--- src/rtl/pm_defines.svh ---
// Register offsets, field positions, reset values and timing counts.
`ifndef PM_DEFINES_SVH
`define PM_DEFINES_SVH

`define PM_IDX_IDLE      8'h40
`define PM_IDX_WAKE      8'h41
`define PM_IDX_LEVEL     8'h42
`define PM_IDX_RSVD_A    8'h43
`define PM_IDX_RSVD_B    8'h44
`define PM_IDX_ENABLE    8'h45

`define PM_BIT_PRT       3
`define PM_BIT_FDC       2
`define PM_BIT_URA       1
`define PM_BIT_URB       0

`define PM_FLAGS_RST     4'h0
`define PM_INDEX_RST     8'h00
`define PM_TIMER_RST     8'h00
`define PM_RSVD_READ     4'h0

`define PM_CLK_HZ        50000000
`define PM_TICK_S        1
`define PM_SEC_CYCLES    (`PM_CLK_HZ * `PM_TICK_S)
`define PM_MIN_SECS      60

`endif

--- src/rtl/pm_pkg.sv ---
// Types shared by the power-management status block.
package pm_pkg;

  // Power-down machine states, Gray coded.
  typedef enum logic [0:0] {
    PD_WORK  = 1'b0,
    PD_SLEEP = 1'b1
  } pd_state_e;

  // State of one power-down machine.
  typedef struct packed {
    pd_state_e  state;
    logic [7:0] timer;
  } pd_s;

  // One cycle of the host configuration port.
  typedef struct packed {
    logic       ext_mode;
    logic       idx_wr;
    logic       data_wr;
    logic       data_rd;
    logic [7:0] wdata;
  } host_req_s;

  // Activity seen by the power-down logic of one UART.
  typedef struct packed {
    logic       rx_start;
    logic       tx_start;
    logic       rx_wait_start;
    logic       tx_empty;
    logic [3:0] modem;
  } uart_act_s;

  // State of the status block outside its power-down machines.
  typedef struct packed {
    logic [7:0]  index;
    logic [3:0]  idle;
    logic [3:0]  wake;
    logic [3:0]  int_en;
    logic [7:0]  rdata;
    logic [4:0]  prt_prev;
    logic [3:0]  motor_prev;
    logic [3:0]  modem_a_prev;
    logic [3:0]  modem_b_prev;
    logic [25:0] sec_cnt;
    logic [5:0]  min_cnt;
    logic        mgmt_int;
    logic        serial_int;
  } blk_s;

endpackage

--- src/rtl/pd_machine.sv ---
// Power-down machine of one peripheral: idle timer and work/sleep state.
`timescale 1ns/1ps
`default_nettype none
`include "pm_defines.svh"

module pd_machine (
  input  wire logic       sys_clk,
  input  wire logic       rst_n,
  input  wire logic       run,
  input  wire logic       tick,
  input  wire logic       wake,
  input  wire logic       quiet,
  input  wire logic [7:0] init_count,
  output logic            to_sleep,
  output logic            to_work
);
  import pm_pkg::*;

  pd_s cur;       // Registered state.
  pd_s next_cur;  // Next state.

  // ------------------------------------------------------------------
  // Next-state logic.
  // ------------------------------------------------------------------
  // The machine freezes while power management is off, so a device keeps
  // whatever state it had when software turned the feature off.
  always_comb begin
    next_cur = cur;
    to_sleep = 1'b0;
    to_work  = 1'b0;
    if (run) begin
      if (wake) begin
        next_cur.timer = init_count;
        unique case (cur.state)
          PD_SLEEP: begin
            next_cur.state = PD_WORK;
            to_work        = 1'b1;
          end
          PD_WORK: begin
            next_cur.state = PD_WORK;
          end
        endcase
      end else if (cur.state == PD_WORK && init_count != `PM_TIMER_RST && quiet && tick) begin
        // A zero count never expires, so power-down is off for it.
        if (cur.timer == `PM_TIMER_RST) begin
          next_cur.timer = init_count;
        end else if (cur.timer == 8'h01) begin
          next_cur.timer = `PM_TIMER_RST;
          next_cur.state = PD_SLEEP;
          to_sleep       = 1'b1;
        end else begin
          next_cur.timer = cur.timer - 8'h01;
        end
      end
    end
  end

  // ------------------------------------------------------------------
  // State register.
  // ------------------------------------------------------------------
  always_ff @(posedge sys_clk or negedge rst_n) begin
    if (!rst_n) begin
      cur <= '{state: PD_WORK, timer: `PM_TIMER_RST};
    end else begin
      cur <= next_cur;
    end
  end
endmodule
`default_nettype wire

--- src/rtl/pm_idle_trap_smi_status.sv ---
// Idle, wake and interrupt-level status with management interrupt steering.
//
// What this block does
// - Idle timer expiry sets device idle bit.
// - Writing one clears status bit; zero ignored.
// - Upper four bits always read zero.
// - Printer idle: no access, irq, ack, pin edge.
// - Floppy idle: no access, irq, ack, motors.
// - UART idle: quiet, receiver waiting, transmitter empty.
// - Wake sets trap bit, reloads idle timer.
// - Printer wakes on access, irq, ack, pins.
// - Floppy wakes on access, irq, ack, motor.
// - UART wakes on access, irq, start, modem.
// - Level register mirrors interrupt pins, read-only.
// - Edge printer interrupt may read low.
// - Request is OR of enabled interrupt levels.
// - Output needs request, pin and chip enable.
// - Enable bits gate printer, floppy, UART A, B.
// - Indexes 43h and 44h read zero.
// - Timer counts down; zero count disables.
// - Pin enable drives pin and serial line.
// - Timers run only with chip enable set.
`timescale 1ns/1ps
`default_nettype none
`include "pm_defines.svh"

module pm_idle_trap_smi_status #(
  parameter int SEC_CYCLES = `PM_SEC_CYCLES
) (
  input  wire logic              sys_clk,
  input  wire logic              rst_n,
  input  wire pm_pkg::host_req_s host,
  output logic [7:0]             host_rdata,
  input  wire logic [3:0]        dev_access,
  input  wire logic [3:0]        dev_irq,
  input  wire logic              prt_dack,
  input  wire logic [4:0]        prt_status,
  input  wire logic              fdc_dack,
  input  wire logic [3:0]        fdc_motor,
  input  wire pm_pkg::uart_act_s uart_a,
  input  wire pm_pkg::uart_act_s uart_b,
  input  wire logic [3:0][7:0]   idle_count,
  input  wire logic              chip_power_mgmt_enable,
  input  wire logic [3:0]        dev_pm_enable,
  input  wire logic              tmin_sel,
  input  wire logic              mgmt_int_pin_enable,
  input  wire logic              serial_irq_mode,
  output logic                   mgmt_int_n,
  output logic                   mgmt_int_serial
);
  import pm_pkg::*;

  // ------------------------------------------------------------------
  // Declarations.
  // ------------------------------------------------------------------
  blk_s       cur;        // Registered state of the block.
  blk_s       next_cur;   // Next state.
  logic       wr_data;    // Data-port write in extended function mode.
  logic       rd_data;    // Data-port read in extended function mode.
  logic       wr_idle;    // Write aimed at the idle status register.
  logic       wr_wake;    // Write aimed at the wake status register.
  logic       wr_en;      // Write aimed at the enable register.
  logic [3:0] wake_evt;   // Per-device wake cause this cycle.
  logic [3:0] quiet;      // Per-device quiet condition this cycle.
  logic [3:0] sleep_go;   // Per-device work-to-sleep transition.
  logic [3:0] work_go;    // Per-device sleep-to-work transition.
  logic       sec_tick;   // One-second enable pulse.
  logic       tick;       // Selected idle timer resolution pulse.
  logic       mgmt_req;   // Combined management request.

  // ------------------------------------------------------------------
  // Host port decode.
  // ------------------------------------------------------------------
  // Nothing is reachable outside extended function mode, so stray data
  // cycles from normal operation never disturb the flags.
  assign wr_data = host.ext_mode && host.data_wr;
  assign rd_data = host.ext_mode && host.data_rd;
  assign wr_idle = wr_data && cur.index == `PM_IDX_IDLE;
  assign wr_wake = wr_data && cur.index == `PM_IDX_WAKE;
  assign wr_en   = wr_data && cur.index == `PM_IDX_ENABLE;

  // ------------------------------------------------------------------
  // Wake causes per device.
  // ------------------------------------------------------------------
  // Edges on status pins are found against last cycle's sample; the
  // inputs are already synchronous to this clock.
  assign wake_evt[`PM_BIT_PRT] = dev_access[`PM_BIT_PRT] || dev_irq[`PM_BIT_PRT]
    || prt_dack || |(prt_status ^ cur.prt_prev);
  assign wake_evt[`PM_BIT_FDC] = dev_access[`PM_BIT_FDC] || dev_irq[`PM_BIT_FDC]
    || fdc_dack || |(fdc_motor & ~cur.motor_prev);
  assign wake_evt[`PM_BIT_URA] = dev_access[`PM_BIT_URA] || dev_irq[`PM_BIT_URA]
    || uart_a.rx_start || uart_a.tx_start || |(uart_a.modem ^ cur.modem_a_prev);
  assign wake_evt[`PM_BIT_URB] = dev_access[`PM_BIT_URB] || dev_irq[`PM_BIT_URB]
    || uart_b.rx_start || uart_b.tx_start || |(uart_b.modem ^ cur.modem_b_prev);

  // ------------------------------------------------------------------
  // Quiet conditions per device.
  // ------------------------------------------------------------------
  // A running motor keeps the floppy awake even without bus traffic.
  assign quiet[`PM_BIT_PRT] = !wake_evt[`PM_BIT_PRT];
  assign quiet[`PM_BIT_FDC] = !wake_evt[`PM_BIT_FDC] && fdc_motor == 4'h0;
  assign quiet[`PM_BIT_URA] = !wake_evt[`PM_BIT_URA] && uart_a.rx_wait_start
    && uart_a.tx_empty;
  assign quiet[`PM_BIT_URB] = !wake_evt[`PM_BIT_URB] && uart_b.rx_wait_start
    && uart_b.tx_empty;

  // ------------------------------------------------------------------
  // Timer resolution.
  // ------------------------------------------------------------------
  // The minute pulse is every sixtieth second pulse, so both share one
  // divider and no second long counter is needed.
  assign sec_tick = cur.sec_cnt == 26'(SEC_CYCLES - 1);
  assign tick     = tmin_sel ? (sec_tick && cur.min_cnt == 6'(`PM_MIN_SECS - 1)) : sec_tick;

  // ------------------------------------------------------------------
  // Power-down machines, one per device.
  // ------------------------------------------------------------------
  for (genvar g = 0; g < 4; g++) begin : g_pd
    pd_machine u_pd (
      .sys_clk    (sys_clk),
      .rst_n      (rst_n),
      .run        (chip_power_mgmt_enable && dev_pm_enable[g]),
      .tick       (tick),
      .wake       (wake_evt[g]),
      .quiet      (quiet[g]),
      .init_count (idle_count[g]),
      .to_sleep   (sleep_go[g]),
      .to_work    (work_go[g])
    );
  end

  // ------------------------------------------------------------------
  // Management request.
  // ------------------------------------------------------------------
  // The printer line may be a short edge pulse; it still reaches the
  // request, though software reading the level may see it low.
  assign mgmt_req = |(cur.int_en & dev_irq);

  // ------------------------------------------------------------------
  // Next-state logic.
  // ------------------------------------------------------------------
  always_comb begin
    next_cur = cur;
    // Index port: the host picks a register before touching data.
    if (host.ext_mode && host.idx_wr) begin
      next_cur.index = host.wdata;
    end
    // Status flags: hardware set wins over a software clear in the same
    // cycle, so no transition is ever lost.
    next_cur.idle = (cur.idle & ~(wr_idle ? host.wdata[3:0] : 4'h0) & ~work_go)
      | sleep_go;
    next_cur.wake = (cur.wake & ~(wr_wake ? host.wdata[3:0] : 4'h0) & ~sleep_go)
      | work_go;
    if (wr_en) begin
      next_cur.int_en = host.wdata[3:0];
    end
    // Read data is captured on the read strobe and held until the next.
    if (rd_data) begin
      unique case (cur.index)
        `PM_IDX_IDLE:   next_cur.rdata = {`PM_RSVD_READ, cur.idle};
        `PM_IDX_WAKE:   next_cur.rdata = {`PM_RSVD_READ, cur.wake};
        `PM_IDX_LEVEL:  next_cur.rdata = {`PM_RSVD_READ, dev_irq};
        `PM_IDX_ENABLE: next_cur.rdata = {`PM_RSVD_READ, cur.int_en};
        default:        next_cur.rdata = 8'h00;
      endcase
    end
    // Edge history for the wake detectors.
    next_cur.prt_prev     = prt_status;
    next_cur.motor_prev   = fdc_motor;
    next_cur.modem_a_prev = uart_a.modem;
    next_cur.modem_b_prev = uart_b.modem;
    // Second divider and minute counter.
    if (sec_tick) begin
      next_cur.sec_cnt = 26'h0;
      next_cur.min_cnt = (cur.min_cnt == 6'(`PM_MIN_SECS - 1)) ? 6'h0 : cur.min_cnt + 6'h1;
    end else begin
      next_cur.sec_cnt = cur.sec_cnt + 26'h1;
    end
    // Output steering: both enables must be set to drive the pin.
    next_cur.mgmt_int   = mgmt_req && mgmt_int_pin_enable && chip_power_mgmt_enable;
    next_cur.serial_int = next_cur.mgmt_int && serial_irq_mode;
  end

  // ------------------------------------------------------------------
  // State register.
  // ------------------------------------------------------------------
  always_ff @(posedge sys_clk or negedge rst_n) begin
    if (!rst_n) begin
      cur <= '{index: `PM_INDEX_RST, idle: `PM_FLAGS_RST, wake: `PM_FLAGS_RST,
               int_en: `PM_FLAGS_RST, rdata: 8'h00, prt_prev: 5'h0, motor_prev: 4'h0,
               modem_a_prev: 4'h0, modem_b_prev: 4'h0, sec_cnt: 26'h0, min_cnt: 6'h0,
               mgmt_int: 1'b0, serial_int: 1'b0};
    end else begin
      cur <= next_cur;
    end
  end

  // ------------------------------------------------------------------
  // Outputs.
  // ------------------------------------------------------------------
  assign host_rdata      = cur.rdata;
  assign mgmt_int_n      = !cur.mgmt_int;
  assign mgmt_int_serial = cur.serial_int;
endmodule
`default_nettype wire

--- config.mk ---
export PLATFORM = sky130hd
export DESIGN_NAME = pm_idle_trap_smi_status
export DESIGN_NICKNAME = d
export VERILOG_FILES = /design/src/rtl/pm_pkg.sv /design/src/rtl/pd_machine.sv /design/src/rtl/pm_idle_trap_smi_status.sv
export VERILOG_INCLUDE_DIRS = /design/src /design/src/rtl
export SDC_FILE = /design/constraint.sdc
export NUM_CORES = 1
export LEC_CHECK = 0
export BUFFER_PORTS_ARGS = -buffer_cell sky130_fd_sc_hd__buf_2
export CELL_PAD_IN_SITES_DETAIL_PLACEMENT = 0
export CELL_PAD_IN_SITES_GLOBAL_PLACEMENT = 2
export CORE_MARGIN = 5
export CORE_UTILIZATION = 38
export DETAILED_ROUTE_END_ITERATION = 16
export HOLD_SLACK_MARGIN = 0.1
export PLACE_DENSITY_LB_ADDON = 0.1
export REMOVE_ABC_BUFFERS = 1
export SETUP_SLACK_MARGIN = 0.02
export SLEW_MARGIN = 10
export SYNTH_ARGS = -nofsm -noshare
export SYNTH_HDL_FRONTEND = slang
export SYNTH_SLANG_ARGS = --single-unit
--- constraint.sdc ---
create_clock -name sys_clk -period 4.95 [get_ports sys_clk]
set_input_delay 0.99 -clock sys_clk [delete_from_list [all_inputs] [get_ports sys_clk]]
set_output_delay 0.99 -clock sys_clk [all_outputs]
set_load 0.01 [all_outputs]
==> out/results.txt, run 1 <==
pre-CTS setup slack: 1.61 ns
WHS: 0.489 ns
ys async rst share: 1.00
routed len/inst: 16.2 um
YS warnings: 0
Inserted Clock Buffers: 9
power per cell area: 301 nW/um^2
Worst Setup Start Kind: input port
Clock Root Buffer: clkbuf_16
antenna viol nets, final: 0
CTS Hold Bufs: 0
PnR worst setup slack: 1.99 ns
Clock Latency Late Sink: 0.34 ns
Residual DRC: 0
Die ar.: 18400 sq um
Rel. slew slack: 0.341
postcts setup bufs: 0
H-Tree Depth: 3
Final Util: 0.446
Hold Vio Cnt, Final: 0
Least-Margin Pin Slew: 0.988 ns
leakage: 3.11 nW
Main synth FF type: dfrtp_1
Crit Path Class: input port to flip-flop
period utilisation layout: 0.598
Max IR drop VDD: 0.000207 V
clock tree sinks: 111
global-route usage over all layers: 0.171
Final GP Congestion: 0.803
share of post-route cells with drive strength above 1: 0.195
core area: 15700 sq um
RSZ-0062 raised after global routing: false
I/O Buffers: 94
Power Total: 2.11 mW
ratio of routed vias to standard cells: 5.26
slowest cell on the critical path: a21oi_1
DR pass1 iterations: 4
post-route cell area: 7010 sq um
CTS-repair resized insts: 0
Yosys cell types: 62
CP Cell Sequence: buf_2 > or4_1 > nor2_1 > a21oi_1 > a21oi_1 > mux2_2
fin. max-slew vios: 0
CTS tree: built
Switching Fraction: 0.252
Final Setup Violations: 0
crit path time final: 2.96 ns
final net count: 828
Post-DP Area: 6660 sq um
commonest non-fill, non-tap cell in the layout: dfrtp_1
Worst Skew: 0.00537 ns
sequential power share: 0.482
CTS clk-pin slew, worst paths: 0.07 ns
internal power: 1.58 mW
Comb pwr share: 0.124
Max Root-Sink Buffers: 2
global-route wire length before repair: 25.2 mm
area delta synth->final: 16.8%
Final TNS setup: 0 ns
Yosys reg bits: 111
sw power: 533 uW
status: finished clean
top-level I/O count: 99
power share of the clock group: 0.394
Max Cap Viol: 0
Non-Filler Instances: 946
crit-path max cell delay: 0.79 ns
num rows: 46
CP Max Fanout: 15
ant diodes: 0
antenna violations before repair: 0
maximum number of pins on one net before global-route repair: 49
Post-DP HPWL: 11.9 mm
Starting Density: 0.382
register area share after synthesis: 0.463
EDFF count, synth: 0
arrival time at the worst endpoint: 3.19 ns
most frequent cells in the layout: dfrtp_1 (111), buf_2 (93), nand2_1 (64)
Worst Hold Class: flip-flop to flip-flop
Mapped Avg Cell Area: 9.46 sq um
CP required: 5.18 ns
Mapped Area: 6000 sq um
vias in the first global route: 5094
Die Y: 136 um
critical path endpoint category: flip-flop
placed cells: 930
most used cell, CP: a21oi_1
Post-Route WL: 15.3 mm
Die W: 136 um
total grt overflow: 0
Max Clk Rate: 0.338 GHz
iteration-0 DRC count of the detailed router: 217
Gate Count Post-Synth: 634
Via Count: 4974
==> cells in the mapped netlist, types with 10 or more instances <==
library cell | n | share of area
o21ai_0 | 39 | 0.033
mux2_2 | 14 | 0.026
inv_1 | 26 | 0.016
xor2_1 | 26 | 0.038
dfrtp_1 | 111 | 0.46
xnor2_1 | 10 | 0.015
nand3_1 | 27 | 0.023
nor3_1 | 25 | 0.021
a21oi_1 | 37 | 0.031
nor4_1 | 23 | 0.024
nor2_1 | 61 | 0.038
ha_1 | 14 | 0.029
and3_1 | 11 | 0.011
nand4_1 | 12 | 0.013
nand2_1 | 64 | 0.040
==> sequential cells by signal, summed over array words and instances, names as in the netlist <==
signal,cells
cur,70
g_pd.u_pd.cur,36
host_rdata,4
mgmt_int_serial,1
==> metal layers <==
layer,vias to the layer above,track usage,share of wire
met4,0,0.0610,0.020
met5,-,0,0
li1,2476,-,-
met1,2399,0.228,0.46
met2,82,0.280,0.48
met3,17,0.0327,0.035
==> critical path, delay by kind of cell <==
| kind | cells | cell delay (ns) |
|---|---|---|
| AO/OA/AOI/OAI | 2 | 0.92 |
| buffers and inverters | 1 | 0.11 |
| multiplexers | 1 | 0.41 |
| AND/OR/NAND/NOR | 2 | 0.75 |
==> cell type report <==
type,instances,area (sq um)
clock buffers,10,239
clock inverters,6,108
fillers,1606,8710
inverters,26,97.6
multi-input cells,480,3020
flip-flops and latches,111,2780
well taps,216,270
repair buffers,97,495
==> power groups by stage <==
stage | sequential, mW | clock [mW] | combinational, mW
final | 1.02 | 0.832 | 0.262
after global routing | 1.03 | 0.895 | 0.299
after floorplan | 1.02 | 0 | 0.158
after global placement | 1.03 | 0 | 0.262
after CTS | 1.02 | 0.857 | 0.266
after detailed placement | 1.03 | 0 | 0.266
==> path summary, 6_finish.rpt <==
path,cells past startpoint,end,slack (ns),startpoint
hold reg to reg,1,cur[31],0.49,cur[31]
setup reg to reg,7,g_pd[2].u_pd.cur[0],2.27,cur[8]
min in group asynchronous,1,cur[25],0.62,rst_n
setup / recovery,6,g_pd[0].u_pd.cur[3],1.99,dev_irq[0]
max in group asynchronous,2,g_pd[0].u_pd.cur[7],3.29,rst_n
hold / removal,1,cur[31],0.49,cur[31]
==> logic make-up (layout without fill, tap and decap cells) <==
logic type               Yosys count  count (layout)  synth area share
multiplexers                      22              22            0.0396
other                              1               4          0.000625
flip-flops                       111             111             0.463
AND/OR/NAND/NOR                  260             260             0.217
AO/OA/AOI/OAI                    144             144             0.162
buffers and inverters             46             139            0.0359
XOR/XNOR                          36              36            0.0525
adder cells (fa/ha/maj)           14              14            0.0292
Power figures use the tool's default switching activity.
==> inputs of run 2 (changes only) <==
--- a/config.mk
+++ b/config.mk
@@ -6,11 +6,12 @@
 export SDC_FILE = /design/constraint.sdc
 export NUM_CORES = 1
 export LEC_CHECK = 0
+export ABC_AREA = 1
 export BUFFER_PORTS_ARGS = -buffer_cell sky130_fd_sc_hd__buf_2
 export CELL_PAD_IN_SITES_DETAIL_PLACEMENT = 0
 export CELL_PAD_IN_SITES_GLOBAL_PLACEMENT = 2
 export CORE_MARGIN = 5
-export CORE_UTILIZATION = 38
+export CORE_UTILIZATION = 33
 export DETAILED_ROUTE_END_ITERATION = 16
 export HOLD_SLACK_MARGIN = 0.1
 export PLACE_DENSITY_LB_ADDON = 0.1
==> constraint.sdc (replaced) <==
create_clock -name sys_clk -period 3 [get_ports sys_clk]
set_input_delay 0.6 -clock sys_clk [delete_from_list [all_inputs] [get_ports sys_clk]]
set_output_delay 0.6 -clock sys_clk [all_outputs]
set_load 0.01 [all_outputs]
==> run 2 against run 1 <==
Final area rose by 13%. Worst hold slack got worse by 0.25 ns. Global-route usage fell by 1.5 points. Core utilization fell by 5.6 points. Synthesized cell count rose by 50%. First-iteration DRC count rose by 67%. Critical path depth rose by 4. Sequential cell count did not move. Register-to-register slack got worse by 1.3 ns. Die area rose by 29%. Non-clock buffer count did not move. Via count rose by 22%. Critical endpoint is now g_pd[1].u_pd.cur[7]. Largest cell class unchanged.
==> out/results.txt, run 2 <==
Least-Margin Pin Slew: 0.600 ns (was 0.988 ns)
Post-DP HPWL: 14.3 mm (was 11.9 mm)
CTS Hold Bufs: 0 (unchanged)
share of post-route cells with drive strength above 1: 0.147 (was 0.195)
CTS-repair resized insts: 0 (unchanged)
final net count: 1153 (was 828)
Final Setup Violations: 0 (unchanged)
post-synth top area cell: dfrtp_1 (unchanged)
Max Cap Viol: 0 (unchanged)
YS warnings: 0 (unchanged)
Crit Path Class: flip-flop to flip-flop (was input port to flip-flop)
Starting Density: 0.337 (was 0.382)
global-route usage over all layers: 0.156 (was 0.171)
CP required: 3.25 ns (was 5.18 ns)
Final GP Congestion: 0.766 (was 0.803)
Residual DRC: 0 (unchanged)
Hold Vio Cnt, Final: 0 (unchanged)
Die W: 154 um (was 136 um)
top-area cell type share of the netlist area: 0.407 (was 0.463)
Yosys cell types: 39 (was 62)
CP Max Fanout: 9 (was 15)
Clock Latency Late Sink: 0.36 ns (was 0.34 ns)
Gate Count Post-Synth: 950 (was 634)
CTS clk-pin slew, worst paths: 0.08 ns (was 0.07 ns)
number of fill cells: 2232 (was 1606)
leakage: 4.25 nW (was 3.11 nW)
top-level I/O count: 99 (unchanged)
num rows: 52 (was 46)
arrival time at the worst endpoint: 2.25 ns (was 3.19 ns)
Main synth FF type: dfrtp_1 (unchanged)
maximum number of pins on one net before global-route repair: 45 (was 49)
pre-CTS setup slack: 0.694 ns (was 1.61 ns)
Worst Skew: 0.0101 ns (was 0.00537 ns)
Max Clk Rate: 0.501 GHz
core area: 20300 sq um (was 15700 sq um)
dominant cells by area after synthesis: dfrtp_1 (41%), nand2_1 (16%), nand3_1 (7.6%) (was dfrtp_1 (46%), nand2_1 (4.0%), nor2_1 (3.8%))
Mapped Area: 6830 sq um (was 6000 sq um)
register area share after synthesis: 0.407 (was 0.463)
status: finished clean (unchanged)
Worst Setup Start Kind: flip-flop (was input port)
total grt overflow: 0 (unchanged)
DR pass1 iterations: 4 (unchanged)
Biggest register: cur (unchanged)
fin. max-slew vios: 0 (unchanged)
EDFF count, synth: 0 (unchanged)
area delta synth->final: 15.9% (was 16.8%)
Die ar.: 23700 sq um (was 18400 sq um)
clock tree sinks: 111 (unchanged)
crit path time final: 2.00 ns
I/O Buffers: 94 (unchanged)
CP Cell Sequence: ha_1 > nand3_2 > inv_2 > nand2_1 > nor2_2 > nand3_1 > o21ai_4 > nand2_4 > nand2_1 > nand2_1 (was buf_2 > or4_1 > nor2_1 > a21oi_1 > a21oi_1 > mux2_2)
commonest cells in the netlist: nand2_1 (292), inv_1 (113), dfrtp_1 (111) (was dfrtp_1 (111), nand2_1 (64), nor2_1 (61))
Final TNS setup: 0 ns (unchanged)
postcts setup bufs: 0 (unchanged)
ratio of routed vias to standard cells: 4.60 (was 5.26)
power per cell area: 450 nW/um^2 (was 301 nW/um^2)
Clock Root Buffer: clkbuf_16 (unchanged)
Via Count: 6089 (was 4974)
global-route wire length before repair: 30.2 mm (was 25.2 mm)
Inserted Clock Buffers: 9 (unchanged)
slowest cell on the critical path: dfrtp_1 (was a21oi_1)
most frequent cells in the layout: nand2_1 (292), inv_1 (113), dfrtp_1 (111) (was dfrtp_1 (111), buf_2 (93), nand2_1 (64))
antenna violations before repair: 1 (was 0)
ant diodes: 0 (unchanged)
Mapped Avg Cell Area: 7.19 sq um (was 9.46 sq um)
iteration-0 DRC count of the detailed router: 363 (was 217)
Max IR drop VDD: 0.000275 V (was 0.000207 V)
ys async rst share: 1.00 (unchanged)
max FFs per register: 70 (unchanged)
PnR worst setup slack: 1.00 ns (was 1.99 ns)
Worst Hold Class: input port to asynchronous set/reset pin (was flip-flop to flip-flop)
crit-path max cell delay: 0.40 ns (was 0.79 ns)
Post-Route WL: 18.4 mm (was 15.3 mm)
routed len/inst: 13.9 um (was 16.2 um)
commonest non-fill, non-tap cell in the layout: nand2_1 (was dfrtp_1)
Yosys reg bits: 111 (unchanged)
critical path endpoint category: flip-flop (unchanged)
Max Root-Sink Buffers: 2 (unchanged)
Rel. slew slack: 0.600 (was 0.341)
H-Tree Depth: 3 (unchanged)
most used cell, CP: nand2_1 (was a21oi_1)
antenna viol nets, final: 0 (unchanged)
top-count cell post-synth: nand2_1 (was dfrtp_1)
CTS tree: built (unchanged)
vias in the first global route: 5997 (was 5094)
period utilisation layout: 0.665
RSZ-0062 raised after global routing: false (unchanged)
Die Y: 154 um (was 136 um)
[run 2: cell type report]
type | count | area (sq um) | area share
clock inverters | 6 | 67.6 | 0.00853
clock buffers | 10 | 239 | 0.0302
repair buffers | 97 | 508 | 0.0641
multi-input cells | 711 | 3540 | 0.447
well taps | 270 | 338 | 0.0427
flip-flops and latches | 111 | 2780 | 0.351
inverters | 120 | 450 | 0.0569
[run 2: final timing paths]
kind | to | cells after the start | slack, ns | startpoint
min | cur[5] | 1 | 0.24 | rst_n
max | g_pd[1].u_pd.cur[7] | 10 | 1.00 | cur[8]
min in group sys_clk | cur[35] | 1 | 0.36 | uart_b[1]
max reg2reg | g_pd[1].u_pd.cur[7] | 10 | 1.00 | cur[8]
max in group asynchronous | cur[14] | 2 | 2.04 | rst_n
min reg2reg | host_rdata[2] | 2 | 0.48 | host_rdata[2]
[run 2: kinds of logic after synthesis]
family / after synthesis / synth area share
AND/OR/NAND/NOR: 581 / 0.377
buffers and inverters: 131 / 0.0771
flip-flops: 111 / 0.407
AO/OA/AOI/OAI: 67 / 0.0544
XOR/XNOR: 41 / 0.0526
adder cells (fa/ha/maj): 14 / 0.0256
multiplexers: 4 / 0.00659
other: 1 / 0.000549
[run 2: routing by layer]
| layer | vias to the layer above | routed length [um] | global-route usage |
|---|---|---|---|
| met1 | 2757 | 9120 | 0.218 |
| met4 | 2 | 230 | 0.0442 |
| li1 | 3217 | - | - |
| met5 | - | 13 | 0 |
| met2 | 95 | 8460 | 0.253 |
| met3 | 18 | 584 | 0.0228 |
[run 2: power by group]
group          total, mW  switching, mW  leakage, nW  internal, mW
Combinational      0.599          0.365         2.71         0.235
Sequential          1.69         0.0934         1.40          1.60
Clock               1.28          0.600        0.145         0.677
Total               3.57           1.06         4.25          2.51
[run 2: critical path, delay by kind of cell (launching register included)]
family / cells / cell delay (ns)
AND/OR/NAND/NOR: 7 / 0.82
flip-flops: 1 / 0.40
AO/OA/AOI/OAI: 1 / 0.36
adder cells (fa/ha/maj): 1 / 0.22
buffers and inverters: 1 / 0.09
[run 2: through the flow]
step           instances  cell area (sq um)  utilization  power, mW  hold WS, ns
6_report            1325               7920        0.390       3.57        0.243
5_1_grt             1325               7920        0.390       3.78        0.297
4_1_cts             1325               7920        0.390       3.62        0.262
3_5_place_dp        1309               7610        0.375       2.33        0.465
3_3_place_gp        1309               7610        0.375       2.34        0.463
2_1_floorplan        942               6770            -       2.09        0.304
